[config.mk]
export PLATFORM = sky130hd
export DESIGN_NAME = pirf_top
export DESIGN_NICKNAME = d
export VERILOG_FILES = /design/src/hw/pirf_pkg.sv /design/src/hw/pirf_reg_if.sv /design/src/hw/pirf_wb_slave.sv /design/src/hw/pirf_flag_bank.sv /design/src/hw/pirf_top.sv
export SDC_FILE = /design/constraint.sdc
export NUM_CORES = 1
export LEC_CHECK = 0
export ABC_CLOCK_PERIOD_IN_PS = 2500
export BUFFER_PORTS_ARGS = -buffer_cell sky130_fd_sc_hd__buf_2
export CORE_MARGIN = 10
export CORE_UTILIZATION = 50
export CTS_BUF_LIST = sky130_fd_sc_hd__clkbuf_8
export DETAILED_ROUTE_END_ITERATION = 10
export HOLD_SLACK_MARGIN = 0.08
export PLACE_DENSITY = 0.95
export SYNTH_ARGS = -nofsm -noshare
export SYNTH_HDL_FRONTEND = slang
export SYNTH_SLANG_ARGS = --single-unit
export TNS_END_PERCENT = 100
[constraint.sdc]
create_clock -name i_clk_sys -period 2.5 [get_ports i_clk_sys]
set_clock_uncertainty 0.1 [all_clocks]
set_input_delay 0.125 -clock i_clk_sys [delete_from_list [all_inputs] [get_ports i_clk_sys]]
set_output_delay 0.125 -clock i_clk_sys [all_outputs]
set_load 0.02 [all_outputs]
[src/hw/pirf_pkg.sv]
package pirf_pkg;

  // Flag vector width and register byte offsets
  localparam int unsigned PIRF_NFLAGS = 8;
  localparam int unsigned PIRF_AW = 8;
  localparam logic [7:0] PIRF_OFS_FLAGS = 8'h00;
  localparam logic [7:0] PIRF_OFS_CLEAR = 8'h04;
  localparam logic [7:0] PIRF_OFS_ENABLE = 8'h08;
  localparam logic [7:0] PIRF_OFS_CTRL = 8'h0C;
  localparam logic [7:0] PIRF_OFS_ACTIVE = 8'h10;
  localparam logic [7:0] PIRF_OFS_OVERRUN = 8'h14;

  // Flag positions inside the flag register
  localparam int unsigned PIRF_BIT_T1_ROLLOVER = 0;
  localparam int unsigned PIRF_BIT_T2_MATCH = 1;
  localparam int unsigned PIRF_BIT_CAPCMP_A = 2;
  localparam int unsigned PIRF_BIT_CAPCMP_B = 3;
  localparam int unsigned PIRF_BIT_SERIAL_PORT = 4;
  localparam int unsigned PIRF_BIT_SERIAL_COLL = 5;
  localparam int unsigned PIRF_BIT_CONV_DONE = 6;
  localparam int unsigned PIRF_BIT_T1_GATE = 7;

  // Control register fields
  localparam int unsigned PIRF_CTRL_PERIPH = 0;
  localparam int unsigned PIRF_CTRL_GLOBAL = 1;

  // Reset values
  localparam logic [7:0] PIRF_RST_FLAGS = 8'h00;
  localparam logic [7:0] PIRF_RST_ENABLE = 8'h00;
  localparam logic [7:0] PIRF_RST_OVERRUN = 8'h00;
  localparam logic [1:0] PIRF_RST_CTRL = 2'h0;
  localparam logic [31:0] PIRF_RST_RDATA = 32'h0000_0000;

  typedef logic [PIRF_NFLAGS-1:0] pirf_flags_t;

  typedef enum logic {
    PIRF_BUS_IDLE,
    PIRF_BUS_ACK
  } pirf_bus_state_t;

endpackage

[src/hw/pirf_reg_if.sv]
`timescale 1ns/10ps
`default_nettype none
interface pirf_reg_if;
  import pirf_pkg::*;
  logic wr;
  logic [PIRF_AW-1:0] addr;
  logic [7:0] wdata;
  logic [31:0] rdata;

  modport bus (
    output wr,
    output addr,
    output wdata,
    input rdata
  );
  modport regs (
    input wr,
    input addr,
    input wdata,
    output rdata
  );
endinterface
`default_nettype wire

[src/hw/pirf_wb_slave.sv]
`timescale 1ns/10ps
`default_nettype none
module pirf_wb_slave (
  // Clock and reset
  input wire logic i_clk_sys,
  input wire logic i_rst,
  // Wishbone classic slave
  input wire logic i_wb_cyc,
  input wire logic i_wb_stb,
  input wire logic i_wb_we,
  input wire logic [pirf_pkg::PIRF_AW-1:0] i_wb_adr,
  input wire logic [3:0] i_wb_sel,
  input wire logic [31:0] i_wb_dat,
  output logic [31:0] o_wb_dat,
  output logic o_wb_ack,
  // Register side
  pirf_reg_if.bus rif
);
  import pirf_pkg::*;

  pirf_bus_state_t state_q, state_d;
  logic [31:0] dat_q, dat_d;
  logic req;

  assign req = i_wb_cyc & i_wb_stb;

  // Read data is sampled on taking the request and held through ack
  always_comb begin
    state_d = state_q;
    dat_d = dat_q;
    case (state_q)
      PIRF_BUS_IDLE: begin
        if (req) begin
          state_d = PIRF_BUS_ACK;
          dat_d = i_wb_we ? PIRF_RST_RDATA : rif.rdata;
        end
      end
      default: begin
        state_d = PIRF_BUS_IDLE;
      end
    endcase
  end

  always_ff @(posedge i_clk_sys or posedge i_rst) begin
    if (i_rst) begin
      state_q <= PIRF_BUS_IDLE;
      dat_q <= PIRF_RST_RDATA;
    end else begin
      state_q <= state_d;
      dat_q <= dat_d;
    end
  end

  // Writes commit on the edge where the master sees ack; only lane 0 is wired
  assign rif.wr = (state_q == PIRF_BUS_ACK) & req & i_wb_we & i_wb_sel[0];
  assign rif.addr = i_wb_adr;
  assign rif.wdata = i_wb_dat[7:0];
  assign o_wb_ack = (state_q == PIRF_BUS_ACK);
  assign o_wb_dat = dat_q;
endmodule
`default_nettype wire

[src/hw/pirf_flag_bank.sv]
`timescale 1ns/10ps
`default_nettype none
module pirf_flag_bank #(
  parameter int unsigned N = 8
) (
  // Clock and reset
  input wire logic i_clk_sys,
  input wire logic i_rst,
  // Hardware set pulses and software access
  input wire logic [N-1:0] i_set,
  input wire logic i_load,
  input wire logic [N-1:0] i_load_val,
  input wire logic [N-1:0] i_clr,
  // State
  output logic [N-1:0] o_flags,
  output logic [N-1:0] o_lost
);
  logic [N-1:0] flag_q, flag_d;

  genvar g;
  generate
    for (g = 0; g < N; g++) begin : g_flag
      // Set pulse beats a same-cycle load or clear
      always_comb begin
        if (i_set[g]) begin
          flag_d[g] = 1'b1;
        end else if (i_load) begin
          flag_d[g] = i_load_val[g];
        end else if (i_clr[g]) begin
          flag_d[g] = 1'b0;
        end else begin
          flag_d[g] = flag_q[g];
        end
      end

      always_ff @(posedge i_clk_sys or posedge i_rst) begin
        if (i_rst) begin
          flag_q[g] <= 1'b0;
        end else begin
          flag_q[g] <= flag_d[g];
        end
      end

      // Event landed on a flag that was already pending
      assign o_lost[g] = i_set[g] & flag_q[g];
    end
  endgenerate

  assign o_flags = flag_q;
endmodule
`default_nettype wire

[src/hw/pirf_top.sv]
// Implementation choices: the placing of the registers and the Wishbone register port.
`timescale 1ns/10ps
`default_nettype none
module pirf_top (
  // Clock and reset
  input wire logic i_clk_sys,
  input wire logic i_rst,
  // Wishbone classic slave
  input wire logic i_wb_cyc,
  input wire logic i_wb_stb,
  input wire logic i_wb_we,
  input wire logic [pirf_pkg::PIRF_AW-1:0] i_wb_adr,
  input wire logic [3:0] i_wb_sel,
  input wire logic [31:0] i_wb_dat,
  output logic [31:0] o_wb_dat,
  output logic o_wb_ack,
  // Peripheral event pulses, same clock
  input wire logic i_t1_gate_evt,
  input wire logic i_conv_done_evt,
  input wire logic i_serial_collision_evt,
  input wire logic i_serial_port_evt,
  input wire logic i_capcmp_b_evt,
  input wire logic i_capcmp_a_evt,
  input wire logic i_t2_match_evt,
  input wire logic i_t1_rollover_evt,
  // Core side
  output logic [pirf_pkg::PIRF_NFLAGS-1:0] o_peripheral_irq_flags_1,
  output logic o_periph_req,
  output logic o_irq
);
  import pirf_pkg::*;

  function automatic logic hit(input logic [PIRF_AW-1:0] a, input logic [7:0] ofs);
    hit = (a == ofs);
  endfunction

  pirf_reg_if rif ();

  pirf_flags_t evt_set;
  pirf_flags_t flags;
  pirf_flags_t lost;
  pirf_flags_t clr_mask;
  pirf_flags_t active;
  pirf_flags_t enable_q, enable_d;
  pirf_flags_t overrun_q, overrun_d;
  logic [1:0] ctrl_q, ctrl_d;
  logic load_flags;

  // Gather event pulses into flag positions; no enable gates them
  always_comb begin
    evt_set = '0;
    evt_set[PIRF_BIT_T1_GATE] = i_t1_gate_evt;
    evt_set[PIRF_BIT_CONV_DONE] = i_conv_done_evt;
    evt_set[PIRF_BIT_SERIAL_COLL] = i_serial_collision_evt;
    evt_set[PIRF_BIT_SERIAL_PORT] = i_serial_port_evt;
    evt_set[PIRF_BIT_CAPCMP_B] = i_capcmp_b_evt;
    evt_set[PIRF_BIT_CAPCMP_A] = i_capcmp_a_evt;
    evt_set[PIRF_BIT_T2_MATCH] = i_t2_match_evt;
    evt_set[PIRF_BIT_T1_ROLLOVER] = i_t1_rollover_evt;
  end

  pirf_wb_slave u_slave (
    .i_clk_sys(i_clk_sys),
    .i_rst(i_rst),
    .i_wb_cyc(i_wb_cyc),
    .i_wb_stb(i_wb_stb),
    .i_wb_we(i_wb_we),
    .i_wb_adr(i_wb_adr),
    .i_wb_sel(i_wb_sel),
    .i_wb_dat(i_wb_dat),
    .o_wb_dat(o_wb_dat),
    .o_wb_ack(o_wb_ack),
    .rif(rif.bus)
  );

  // Direct write loads the flags; the clear alias is write-one-to-clear
  assign load_flags = rif.wr & hit(rif.addr, PIRF_OFS_FLAGS);
  assign clr_mask = (rif.wr & hit(rif.addr, PIRF_OFS_CLEAR)) ? rif.wdata : '0;

  // Flags set by hardware clear only through software access or reset
  pirf_flag_bank #(
    .N(PIRF_NFLAGS)
  ) u_flags (
    .i_clk_sys(i_clk_sys),
    .i_rst(i_rst),
    .i_set(evt_set),
    .i_load(load_flags),
    .i_load_val(rif.wdata),
    .i_clr(clr_mask),
    .o_flags(flags),
    .o_lost(lost)
  );

  always_comb begin
    enable_d = enable_q;
    ctrl_d = ctrl_q;
    overrun_d = overrun_q;
    if (rif.wr & hit(rif.addr, PIRF_OFS_ENABLE)) begin
      enable_d = rif.wdata;
    end else if (rif.wr & hit(rif.addr, PIRF_OFS_CTRL)) begin
      ctrl_d = rif.wdata[1:0];
    end else if (rif.wr & hit(rif.addr, PIRF_OFS_OVERRUN)) begin
      overrun_d = overrun_q & ~rif.wdata;
    end
    overrun_d = overrun_d | lost;
  end

  always_ff @(posedge i_clk_sys or posedge i_rst) begin
    if (i_rst) begin
      enable_q <= PIRF_RST_ENABLE;
      ctrl_q <= PIRF_RST_CTRL;
      overrun_q <= PIRF_RST_OVERRUN;
    end else begin
      enable_q <= enable_d;
      ctrl_q <= ctrl_d;
      overrun_q <= overrun_d;
    end
  end

  assign active = flags & enable_q;

  // Read-back multiplexer; unmapped addresses read as zero
  always_comb begin
    if (hit(rif.addr, PIRF_OFS_FLAGS)) begin
      rif.rdata = {24'h00_0000, flags};
    end else if (hit(rif.addr, PIRF_OFS_ENABLE)) begin
      rif.rdata = {24'h00_0000, enable_q};
    end else if (hit(rif.addr, PIRF_OFS_CTRL)) begin
      rif.rdata = {30'h0000_0000, ctrl_q};
    end else if (hit(rif.addr, PIRF_OFS_ACTIVE)) begin
      rif.rdata = {24'h00_0000, active};
    end else if (hit(rif.addr, PIRF_OFS_OVERRUN)) begin
      rif.rdata = {24'h00_0000, overrun_q};
    end else begin
      rif.rdata = PIRF_RST_RDATA;
    end
  end

  assign o_peripheral_irq_flags_1 = flags;
  assign o_periph_req = ctrl_q[PIRF_CTRL_PERIPH] & (|active);
  assign o_irq = ctrl_q[PIRF_CTRL_GLOBAL] & o_periph_req;
endmodule
`default_nettype wire

[Word level (Yosys, flattened, before mapping)]
Cells that the tools add are included.
Storage, ports and cells
  register bits after elaboration: 59
  input port bits: 57
  output and inout port bits: 43
  logic and storage cells: 91
Cells by class
  equality and inequality tests: 5
  multiplexer cells: 36
  bitwise gates (word level): 25
  reduce and logical (&&, ||, !) cells: 12
Operator list (number)
  $mux 8: 10
  $mux 1: 26
  $reduce_bool 3->1: 8
  $and 1x1->1: 19
  $and 8x8->8: 2
  $eq 8x4->1 const B: 2
  $eq 8x5->1 const B: 2
  $eq 8x3->1 const B: 1
  $logic_not 8->1: 1
  $not 8->8: 1
  $or 8x8->8: 1
  $reduce_or 8->1: 1
  $reduce_and 2->1: 2
  $not 1->1: 2

[Depth between registers and ports, before layout]
Gate-level depths: netlist (run 1).
  depth after elaboration: 9
  mapped depth: 6
  depth with buffers taken out: 4

[Modules after synthesis]
A second synthesis (run 1) with hierarchy kept.
Second synthesis, totals
  cell total of the unflattened synthesis: 286
  area, all modules: 3342.0 um2
Modules (own cells, without submodules)
  pirf_wb_slave: instances 1, cells an instance 125, area an instance 1722.9 um2
  pirf_top: instances 1, cells an instance 126, area an instance 1218.7 um2
  pirf_flag_bank: instances 1, cells an instance 35, area an instance 400.4 um2

[Worst setup path before layout (run 1)]
No wires, ideal clock.
  kind: input to register
  from: input port i_wb_adr[2] in the netlist's numbering
  to: register u_flags.flag_q[1] (netlist: u_flags.o_flags[1])
  arrival: 1674 ps
  data required time: 2276 ps
  path slack: 602 ps
  stages: 6
  path buffers: 2
  path through: or4_1 -> buf_2 -> nor4_4 -> buf_6 -> a211oi_1 -> a211o_1
Between the ends
  longest elaborated chain between the ends: 4
  elaborated cells on any way between the ends: 8
  classes of those cells: 1 x eq/ne; 3 x mux; 2 x bitwise; 2 x reduce/logical
Ends and longest elaborated chain
  start, declared: RTL line pirf_top.sv:12  | input wire logic [pirf_pkg::PIRF_AW-1:0] i_wb_adr,
  $eq 8x3->1 or $logic_not 8->1 (tied branches): RTL line pirf_top.sv:34  | hit = (a == ofs);
  $and 1x1->1 (on tied branches): RTL line pirf_top.sv:78, pirf_top.sv:77
  $mux 8 or $mux 1 (tied branches): RTL line pirf_top.sv:78, pirf_flag_bank.sv:27
  $reduce_bool 3->1 (no source line) or $mux 1 (tied branches)
  end signal, assigned by index: RTL line pirf_flag_bank.sv:40  | flag_q[g] <= flag_d[g];
  end, declared: RTL line pirf_flag_bank.sv:18  | logic [N-1:0] flag_q, flag_d;
Parallel ways exist; a longest one is shown, timed or not.
A chain may end at the register's enable or synchronous reset.

[Final worst setup path (run 1)]
  from: input port i_wb_adr[2] in the netlist's numbering
  to: register u_flags.flag_q[7] (netlist: u_flags.o_flags[7])
Same word-level chain as after synthesis.

==> results of run 1 <==
[cell families after synthesis]
kind of cell	synth area share, %
AO/OA/AOI/OAI	20.9
flip-flops	41.6
other	0.178
buffers and inverters	12.2
multiplexers	6.42
AND/OR/NAND/NOR	18.7
[registers in the layout, summed over array words and instances (netlist names)]
signal,cells
u_slave.o_wb_dat,8
u_slave.o_wb_ack,1
ctrl_q,2
enable_q,8
overrun_q,8
u_flags.o_flags,8
[layer usage]
metal,vias to the layer above,GRT usage [%],routed length [µm]
met5,-,0,0
met4,0,13.8,280
met3,25,5.83,658
met2,125,23.2,2600
met1,929,19.2,2290
li1,894,-,-
[power breakdown]
part           internal [mW]  switching, mW  total, mW
clock                  0.247          0.205      0.452
sequential             0.568       0.000933      0.569
combinational         0.0533         0.0993      0.153
[Yosys cell counts (all sizes together)]
cell,n
a211o,8
a211oi,8
a21boi,5
a21oi,5
a221o,8
a22oi,6
and2,1
and3,5
and3b,1
and4,1
buf,26
clkbuf,4
conb,1
dfrtp,35
inv,12
mux2,12
nand2,19
nand2b,2
nand3,3
nand3b,3
nand4,3
nor2,4
nor2b,11
nor3,2
nor4,3
o21ai,12
o22ai,5
o31a,1
o31ai,3
or2,1
or3,1
or4,2
or4b,1
[final cells by class]
class	instances	area [µm²]	share of cell area (%)
clock inverters	1	3.75	0.140
repair buffers	79	536	20.0
well taps	50	62.6	2.33
clock buffers	7	96.3	3.59
inverters	12	45.0	1.68
multi-input cells	160	1060	39.6
flip-flops and latches	35	876	32.6
[worst max path at each step]
stage,end,slack (ns),cells past startpoint
after floorplan,u_flags.o_flags[1],0.60,6
after global placement,u_flags.o_flags[4],0.40,6
after detailed placement,u_flags.o_flags[7],0.36,6
after CTS,u_flags.o_flags[7],0.14,7
after global routing,u_flags.o_flags[7],0.1,7
final,u_flags.o_flags[7],0.21,7
[critical path: stages]
cell	delay, ns
buf_2	0.17
or4_4	0.62
nor4_4	0.27
buf_4	0.27
a211oi_1	0.08
a211o_1	0.27
dlygate4sd3_1	0.56
[repair_timing]
item,CTS,global route
gates resized for setup,0,1
setup endpoints to repair,0,2
hold buffers,25,0
hold endpoints to repair,61,0
[through the flow]
step,setup slack [ns],utilization [%],instances
after floorplan,0.602,-,237
after global placement,0.398,57.8,311
after detailed placement,0.362,57.8,311
after CTS,0.138,66.5,344
after global routing,0.0988,66.6,344
final,0.208,66.6,344
==> summary.md, run 1 <==
| Metric | Value |
|---|---|
| Setup bufs post-CTS | `0` |
| CTS tree | `done` |
| Diodes inserted | `0` |
| Critical Path Fanout Max | `16` |
| Drt first-iter violations | `236` |
| Antenna Violating Nets Remaining | `0` |
| CP Capture Type | `register` |
| WL final | `5.83 mm` |
| Tightest Pin Transition | `0.521 ns` |
| R2R Setup Slk | `0.24 ns` |
| Register area share after synthesis | `41.6%` |
| Setup violations, final | `0` |
| Die Span X | `84.9 µm` |
| FILL cells | `326` |
| CTS sink count | `35` |
| Max Slew Vio Count | `0` |
| Mapped cell area | `2110 µm²` |
| Setup TNS Final | `0 ns` |
| HPWL Detailed | `4.24 mm` |
| Layout cells sized above 1 | `27.2%` |
| Min Tclk post-route | `2.29 ns` |
| Io pins | `100` |
| HP Start | `i_wb_we` |
| Post-synthesis cell count | `214` |
| Final Cell Area | `2680 µm²` |
| Num rows | `23` |
| FMAX | `436 MHz` |
| First-pass GRT wire length | `9.63 mm` |
| Leak | `1.24 nW` |
| Yosys warns | `0` |
| Cell Area, Placed | `2330 µm²` |
| Placer Congestion | `0.887` |
| Antenna violations before repair | `0` |
| Reg2reg start | `u_slave.o_wb_ack` |
| Mean post-synth cell area | `9.84 µm²` |
| PwrDens | `437 nW/µm²` |
| Most common cell after layout, fill and taps aside | `buf_2` |
| Routed length per instance | `17.0 µm` |
| Crit path from | `i_wb_adr[2]` |
| Syn-to-layout area delta | `27.4%` |
| CTS buffer count | `5` |
| Remaining Overflow, GRT | `0` |
| Reg2reg path depth | `6` |
| Hold Fails Final Rpt | `0` |
| Synth cell types | `36` |
| WP data required | `2.58 ns` |
| RSZ-0062 raised after global routing | `no` |
| Critical Path AT | `2.37 ns` |
| Number of H-tree levels | `2` |
| R2R Path End | `u_flags.o_flags[7]` |
| Dominant cell type by area after synthesis | `dfrtp_1` |
| DR vias | `1973` |
| Die area | `7210 µm²` |
| Worst hold slack | `0.135 ns` |
| Nets | `350` |
| Outcome | `finished, final reports clean` |
| Largest net degree at the start of global routing | `36` |
| DRC | `0` |
| Number of synthesized register bits | `35` |
| Via density per instance | `5.74` |
| IO Port Bufs | `48` |
| Startpoint types | `input port` |
| Clk slew on worst S/H paths | `0.07 ns` |
| Period utilization | `91.7%` |
| Hold Crit Class | `input port to register` |
| Hold endpoint | `u_slave.o_wb_dat[4]` |
| Power Total | `1.17 mW` |
| Max Cap Viol | `0` |
| Vias in the first global route | `2025` |
| Peak VDD IR | `272 µV` |
| Area contributors post-synth | `dfrtp_1, buf_4, mux2_2` |
| Crit Path Category | `input port to register` |
| Die height | `84.9 µm` |
| Rel. slew slack | `65.1%` |
| Commonest non-fill, non-tap cells in the layout | `buf_2, dfrtp_1, dlygate4sd3_1, conb_1, nand2_1` |
| Hold depth | `4` |
| Top-area cell type share of the netlist area | `41.6%` |
| Drt first pass iters | `4` |
| GRT Total Usage | `16.3%` |
| Clk root buf | `clkbuf_8` |
| Core box area | `4030 µm²` |
| Clk_lat worst skew | `0.30 ns` |
| Initial Util | `52.3%` |
| Clock tree buffer depth | `2` |
Power figures use the tool's default switching activity.
==> run 2: changes to the inputs <==
--- a/config.mk
+++ b/config.mk
@@ -7,8 +7,10 @@
 export LEC_CHECK = 0
 export ABC_CLOCK_PERIOD_IN_PS = 2500
 export BUFFER_PORTS_ARGS = -buffer_cell sky130_fd_sc_hd__buf_2
+export CELL_PAD_IN_SITES_DETAIL_PLACEMENT = 1
+export CELL_PAD_IN_SITES_GLOBAL_PLACEMENT = 2
 export CORE_MARGIN = 10
-export CORE_UTILIZATION = 50
+export CORE_UTILIZATION = 29
 export CTS_BUF_LIST = sky130_fd_sc_hd__clkbuf_8
 export DETAILED_ROUTE_END_ITERATION = 10
 export HOLD_SLACK_MARGIN = 0.08
==> run 2 against run 1 <==
  * Count of clock-buffer cells in the layout unchanged
  * Power grew 0.52%
  * Combinational power up 3%
  * Sequential share of layout area decreased by 1.3 points
  * Sequential power barely moved
  * Worst hold slack gained 0.044 ns
  * Utilization fell by 27 points
  * Global-route usage shrank 4.5 points
  * Critical endpoint is now u_flags.o_flags[2]
  * Largest cell class unchanged
==> summary.md, run 2 (synthesis results as in run 1) <==
| Metric | Value |
|---|---|
| Number of H-tree levels | `2` |
| Grt peak-use layer | `met2` |
| CTS sink count | `35` |
| Leak | `1.27 nW` |
| Grt met2 use | `20.3%` |
| FILL cells | `874` |
| Setup violations, final | `0` |
| Max Slew Vio Count | `0` |
| GRT Total Usage | `11.9%` |
| Hold Fails Final Rpt | `0` |
| Footprint of the multi-input gates | `1060 µm²` |
| Critical Path AT | `2.48 ns` |
| Peak VDD IR | `155 µV` |
| GR Layer Usage met1 | `14.3%` |
| Sw Ratio | `26.2%` |
| Seq. cell area | `876 µm²` |
| Period utilization | `96.6%` |
| CP Capture Type | `register` |
| Crit-path leading delay family | `simple AND/OR/NAND/NOR gates` |
| DR vias | `1968` |
| Commonest non-fill, non-tap cells in the layout | `buf_2, dfrtp_1, dlygate4sd3_1, conb_1, nand2_1` |
| Comb power frac | `13.3%` |
| Die height | `105 µm` |
| Layout cells sized above 1 | `28.3%` |
| Outcome | `finished, final reports clean` |
| Crit Path Category | `input port to register` |
| Setup TNS Final | `0 ns` |
| Drt first-iter violations | `66` |
| HPWL Detailed | `4.94 mm` |
| Clock tree buffer depth | `2` |
| Most common cell after layout, fill and taps aside | `buf_2` |
| Placer Congestion | `0.771` |
| Antenna violations before repair | `0` |
| Critical Path Fanout Max | `16` |
| Sequential Power Share | `48.2%` |
| Power Internal | `870 µW` |
| DRC | `0` |
| Clock Power Share | `38.5%` |
| CTS tree | `done` |
| Remaining Overflow, GRT | `0` |
| PwrDens | `422 nW/µm²` |
| Routed length per instance | `16.7 µm` |
| Clk_lat worst skew | `0.28 ns` |
| CP max-delay cell | `or4_1` |
| Nets | `356` |
| Drt first pass iters | `4` |
| Core box area | `7140 µm²` |
| Met3 Use GR | `2.56%` |
| Min Tclk post-route | `2.41 ns` |
| Diodes inserted | `0` |
| Antenna Violating Nets Remaining | `0` |
| WL final | `6.66 mm` |
| Vias in the first global route | `2155` |
| Die Span X | `105 µm` |
| Largest net degree at the start of global routing | `36` |
| First-pass GRT wire length | `10.9 mm` |
| Max Cap Viol | `0` |
| Via density per instance | `4.93` |
| CTS buffer count | `5` |
| IO Port Bufs | `48` |
| Die area | `11100 µm²` |
| NetSw | `309 µW` |
| Num rows | `31` |
| Critical path's largest stage delay | `0.72 ns` |
| Io pins | `100` |
| Startpoint types | `input port` |
| Crit-path cells | `buf_2 > or4_1 > nor4_4 > buf_12 > a211oi_1 > a211o_1 > dlygate4sd3_1` |
| Buf/Inv on CP | `3` |
| Clk root buf | `clkbuf_8` |
| Clk slew on worst S/H paths | `0.07 ns` |
| WP data required | `2.57 ns` |
| Syn-to-layout area delta | `32.9%` |
| FMAX | `414 MHz` |
| Hold Crit Class | `input port to register` |
| RSZ-0062 raised after global routing | `no` |
| Final core occ | `39.2%` |
| Initial Util | `29.5%` |
==> run 2: layer usage <==
layer	vias to the layer above	share of wire (%)
li1	907	-
met1	1000	45
met2	55	50
met3	6	4.5
met4	0	1.1
met5	-	0
==> run 2: layout make-up <==
type	count	share of cell area, %
inverter	12	1.61
clock inverter	1	0.134
sequential	35	31.3
clock buffer	7	3.44
multi-input combinational	160	37.9
timing repair buffer	85	21.2
tap	99	4.43
==> run 2: power by group through the flow <==
stage | Sequential [mW] | Clock, mW | Combinational [mW]
floorplan | 0.581 | 0 | 0.105
global placement | 0.579 | 0 | 0.131
detailed placement | 0.580 | 0 | 0.135
CTS | 0.569 | 0.463 | 0.156
global route | 0.568 | 0.489 | 0.173
finish | 0.569 | 0.454 | 0.157
==> run 2: through the flow <==
stage	std cells	area, µm²	worst slack [ns]	power [mW]	hold WS [ns]
after global placement	366	2450	0.389	0.710	0.154
after detailed placement	366	2450	0.353	0.714	0.157
after global routing	399	2800	0.00998	1.23	0.218
after CTS	399	2800	0.113	1.19	0.181
final	399	2800	0.0862	1.18	0.179
after floorplan	237	2190	0.602	0.686	0.126
==> run 2: tightest hold or removal path, delay by kind of cell <==
| family | cells | cell delay (ns) |
|---|---|---|
| simple gates | 1 | 0.08 |
| buf+inv | 3 | 0.32 |
==> run 2: timing repair <==
action / CTS / global route
hold buffers: 25 / 0
buffers inserted: 0 / 0
gates resized for setup: 0 / 0
hold endpoints to repair: 61 / 0
==> run 2: path summary, 6_finish.rpt <==
kind	start	end	slack, ns	cells after the start
worst max-delay path	i_wb_adr[2]	u_flags.o_flags[2]	0.09	7
worst min-delay path	i_wb_stb	u_slave.o_wb_ack	0.18	4
worst max register to register	u_slave.o_wb_ack	u_flags.o_flags[2]	0.23	6
worst min register to register	u_slave.o_wb_dat[0]	u_slave.o_wb_dat[0]	0.39	2
max in group asynchronous	i_rst	u_flags.o_flags[1]	1.60	4
min in group asynchronous	i_rst	u_slave.o_wb_dat[3]	0.38	4
==> run 3: changes to the inputs <==
--- a/config.mk
+++ b/config.mk
@@ -10,11 +10,11 @@
 export CELL_PAD_IN_SITES_DETAIL_PLACEMENT = 1
 export CELL_PAD_IN_SITES_GLOBAL_PLACEMENT = 2
 export CORE_MARGIN = 10
-export CORE_UTILIZATION = 29
-export CTS_BUF_LIST = sky130_fd_sc_hd__clkbuf_8
+export CORE_UTILIZATION = 28
 export DETAILED_ROUTE_END_ITERATION = 10
 export HOLD_SLACK_MARGIN = 0.08
 export PLACE_DENSITY = 0.95
+export RECOVER_POWER = 50
 export SYNTH_ARGS = -nofsm -noshare
 export SYNTH_HDL_FRONTEND = slang
 export SYNTH_SLANG_ARGS = --single-unit
==> run 3 against run 2 <==
  * Design area is 1.8% lower
  * Worst setup slack better by 0.10 ns
  * Via count is 0.56% lower
  * Register-to-register slack hardly changed
  * Die area is 2.9% higher
  * Worst hold slack better by 0.031 ns
  * Utilization is 1.5 points lower
  * Sequential cell count stayed put
  * Combinational power hardly changed
  * Power is 4.2% lower
  * Non-clock buffer count is 1 lower
  * Maximum frequency is 4.4% higher
  * Critical endpoint is now u_flags.o_flags[1]
==> summary.md, run 3 (synthesis results as in run 1) <==
| Metric | Value |
|---|---|
| First-pass GRT wire length | `11.0 mm` |
| Number of H-tree levels | `2` |
| Clock tree buffer depth | `2` |
| Diodes inserted | `0` |
| Outcome | `finished, final reports clean` |
| Antenna Violating Nets Remaining | `0` |
| Core box area | `7290 µm²` |
| WP data required | `2.57 ns` |
| Grt peak-use layer | `met2` |
| Tightest Pin Transition | `0.902 ns` |
| DR vias | `1957` |
| GRT Total Usage | `11.9%` |
| Reg2reg path depth | `6` |
| Via density per instance | `4.92` |
| Die Span X | `107 µm` |
| Reg2reg start | `u_slave.o_wb_ack` |
| Commonest non-fill, non-tap cells in the layout | `buf_2, dfrtp_1, dlygate4sd3_1, conb_1, nand2_1` |
| Max Slew Vio Count | `0` |
| Die height | `107 µm` |
| Remaining Overflow, GRT | `0` |
| Layout cells sized above 1 | `25.1%` |
| Nets | `355` |
| Cell Area, Placed | `2430 µm²` |
| Final Cell Area | `2750 µm²` |
| R2R Path End | `u_flags.o_flags[1]` |
| Die area | `11400 µm²` |
| Io pins | `100` |
| CP Capture Type | `register` |
| Critical Path AT | `2.38 ns` |
| Period utilization | `92.5%` |
| Met3 Use GR | `3.17%` |
| Initial Util | `28.9%` |
| Peak VDD IR | `150 µV` |
| Most common cell after layout, fill and taps aside | `buf_2` |
| Clk root buf | `clkbuf_8` |
| WL final | `6.85 mm` |
| Vias in the first global route | `2093` |
| Antenna violations before repair | `0` |
| Setup TNS Final | `0 ns` |
| Hold endpoint | `u_slave.o_wb_dat[4]` |
| R2R Setup Slk | `0.24 ns` |
| Critical Path Fanout Max | `13` |
| Rel. slew slack | `39.9%` |
| Final core occ | `37.7%` |
| CTS sink count | `35` |
| Max Cap Viol | `0` |
| FMAX | `432 MHz` |
| Leak | `1.21 nW` |
| Min Tclk post-route | `2.31 ns` |
| Placed instance count | `365` |
| Post-Layout Cell Count | `398` |
| CTS buffer count | `5` |
| DRC | `0` |
| PwrDens | `411 nW/µm²` |
| Routed length per instance | `17.2 µm` |
| RSZ-0062 raised after global routing | `no` |
| Grt met2 use | `20.7%` |
| Clk_lat worst skew | `0.28 ns` |
| Drt first-iter violations | `70` |
| Hold Fails Final Rpt | `0` |
| HPWL Detailed | `4.98 mm` |
| Num rows | `31` |
| Syn-to-layout area delta | `30.4%` |
| Clk slew on worst S/H paths | `0.07 ns` |
| IO Port Bufs | `48` |
| Hold depth | `5` |
| Startpoint types | `input port` |
| CTS tree | `done` |
| Hold Crit Class | `input port to register` |
| Largest net degree at the start of global routing | `36` |
| Crit Path Category | `input port to register` |
| Setup violations, final | `0` |
| HP Start | `i_wb_we` |
| Placer Congestion | `0.850` |
| Worst hold slack | `0.209 ns` |
| GR Layer Usage met1 | `13.8%` |
| Drt first pass iters | `4` |
==> run 3: changes by cell type in the layout (fill, tap and decap cells not counted), sizes merged <==
cell / previous run / this run
buf: 60 / 49
clkbuf: 7 / 17
clkinv: 0 / 1
inv: 13 / 12
==> run 3: area by class of cell <==
type,instances,area (µm²)
fill,901,4550
multi-input combinational,160,1060
clock buffer,7,76.3
sequential,35,876
timing repair buffer,84,557
inverter,12,45.0
clock inverter,1,5.00
tap,99,124
==> run 3: routing by layer <==
metal / vias up / routed length [µm]
met4: 0 / 82
li1: 904 / -
met1: 981 / 2910
met3: 8 / 419
met5: - / 0
met2: 64 / 3440
==> run 3: worst max-delay path: stages <==
cell and delay, ns:
buf_2 0.19, or4_4 0.63, nor4_4 0.28, buf_4 0.24, a211oi_1 0.10, a211o_1 0.27
dlygate4sd3_1 0.55
==> run 3: worst max path at each step <==
stage,from,to,slack (ns),depth (start not counted)
2_1_floorplan,i_wb_adr[2],u_flags.o_flags[1],0.60,6
4_1_cts,i_wb_adr[2],u_flags.o_flags[3],0.1,7
3_5_place_dp,i_wb_adr[2],u_flags.o_flags[4],0.33,6
5_1_grt,u_slave.o_wb_ack,u_flags.o_flags[6],0.08,6
6_report,i_wb_adr[4],u_flags.o_flags[1],0.19,7
3_3_place_gp,i_wb_adr[2],u_flags.o_flags[3],0.36,6
==> run 3: what timing repair did <==
| action | in CTS | in global routing |
|---|---|---|
| gates resized for setup | 0 | 1 |
| endpoints found under the setup margin | 0 | 8 |
| endpoints found under the hold margin | 61 | 0 |
| buffers inserted | 0 | 0 |
| hold buffers | 25 | 0 |
==> run 3: power by group <==
group	switching [mW]	total, mW	internal, mW
Clock	0.209	0.405	0.196
Combinational	0.102	0.156	0.0534
Sequential	0.00109	0.569	0.568
Total	0.313	1.13	0.817
==> run 3: metrics by stage <==
stage / setup slack [ns] / power [mW]
after floorplan: 0.602 / 0.686
after global placement: 0.356 / 0.710
after detailed placement: 0.333 / 0.715
after CTS: 0.0984 / 1.14
after global routing: 0.0781 / 1.18
final: 0.188 / 1.13
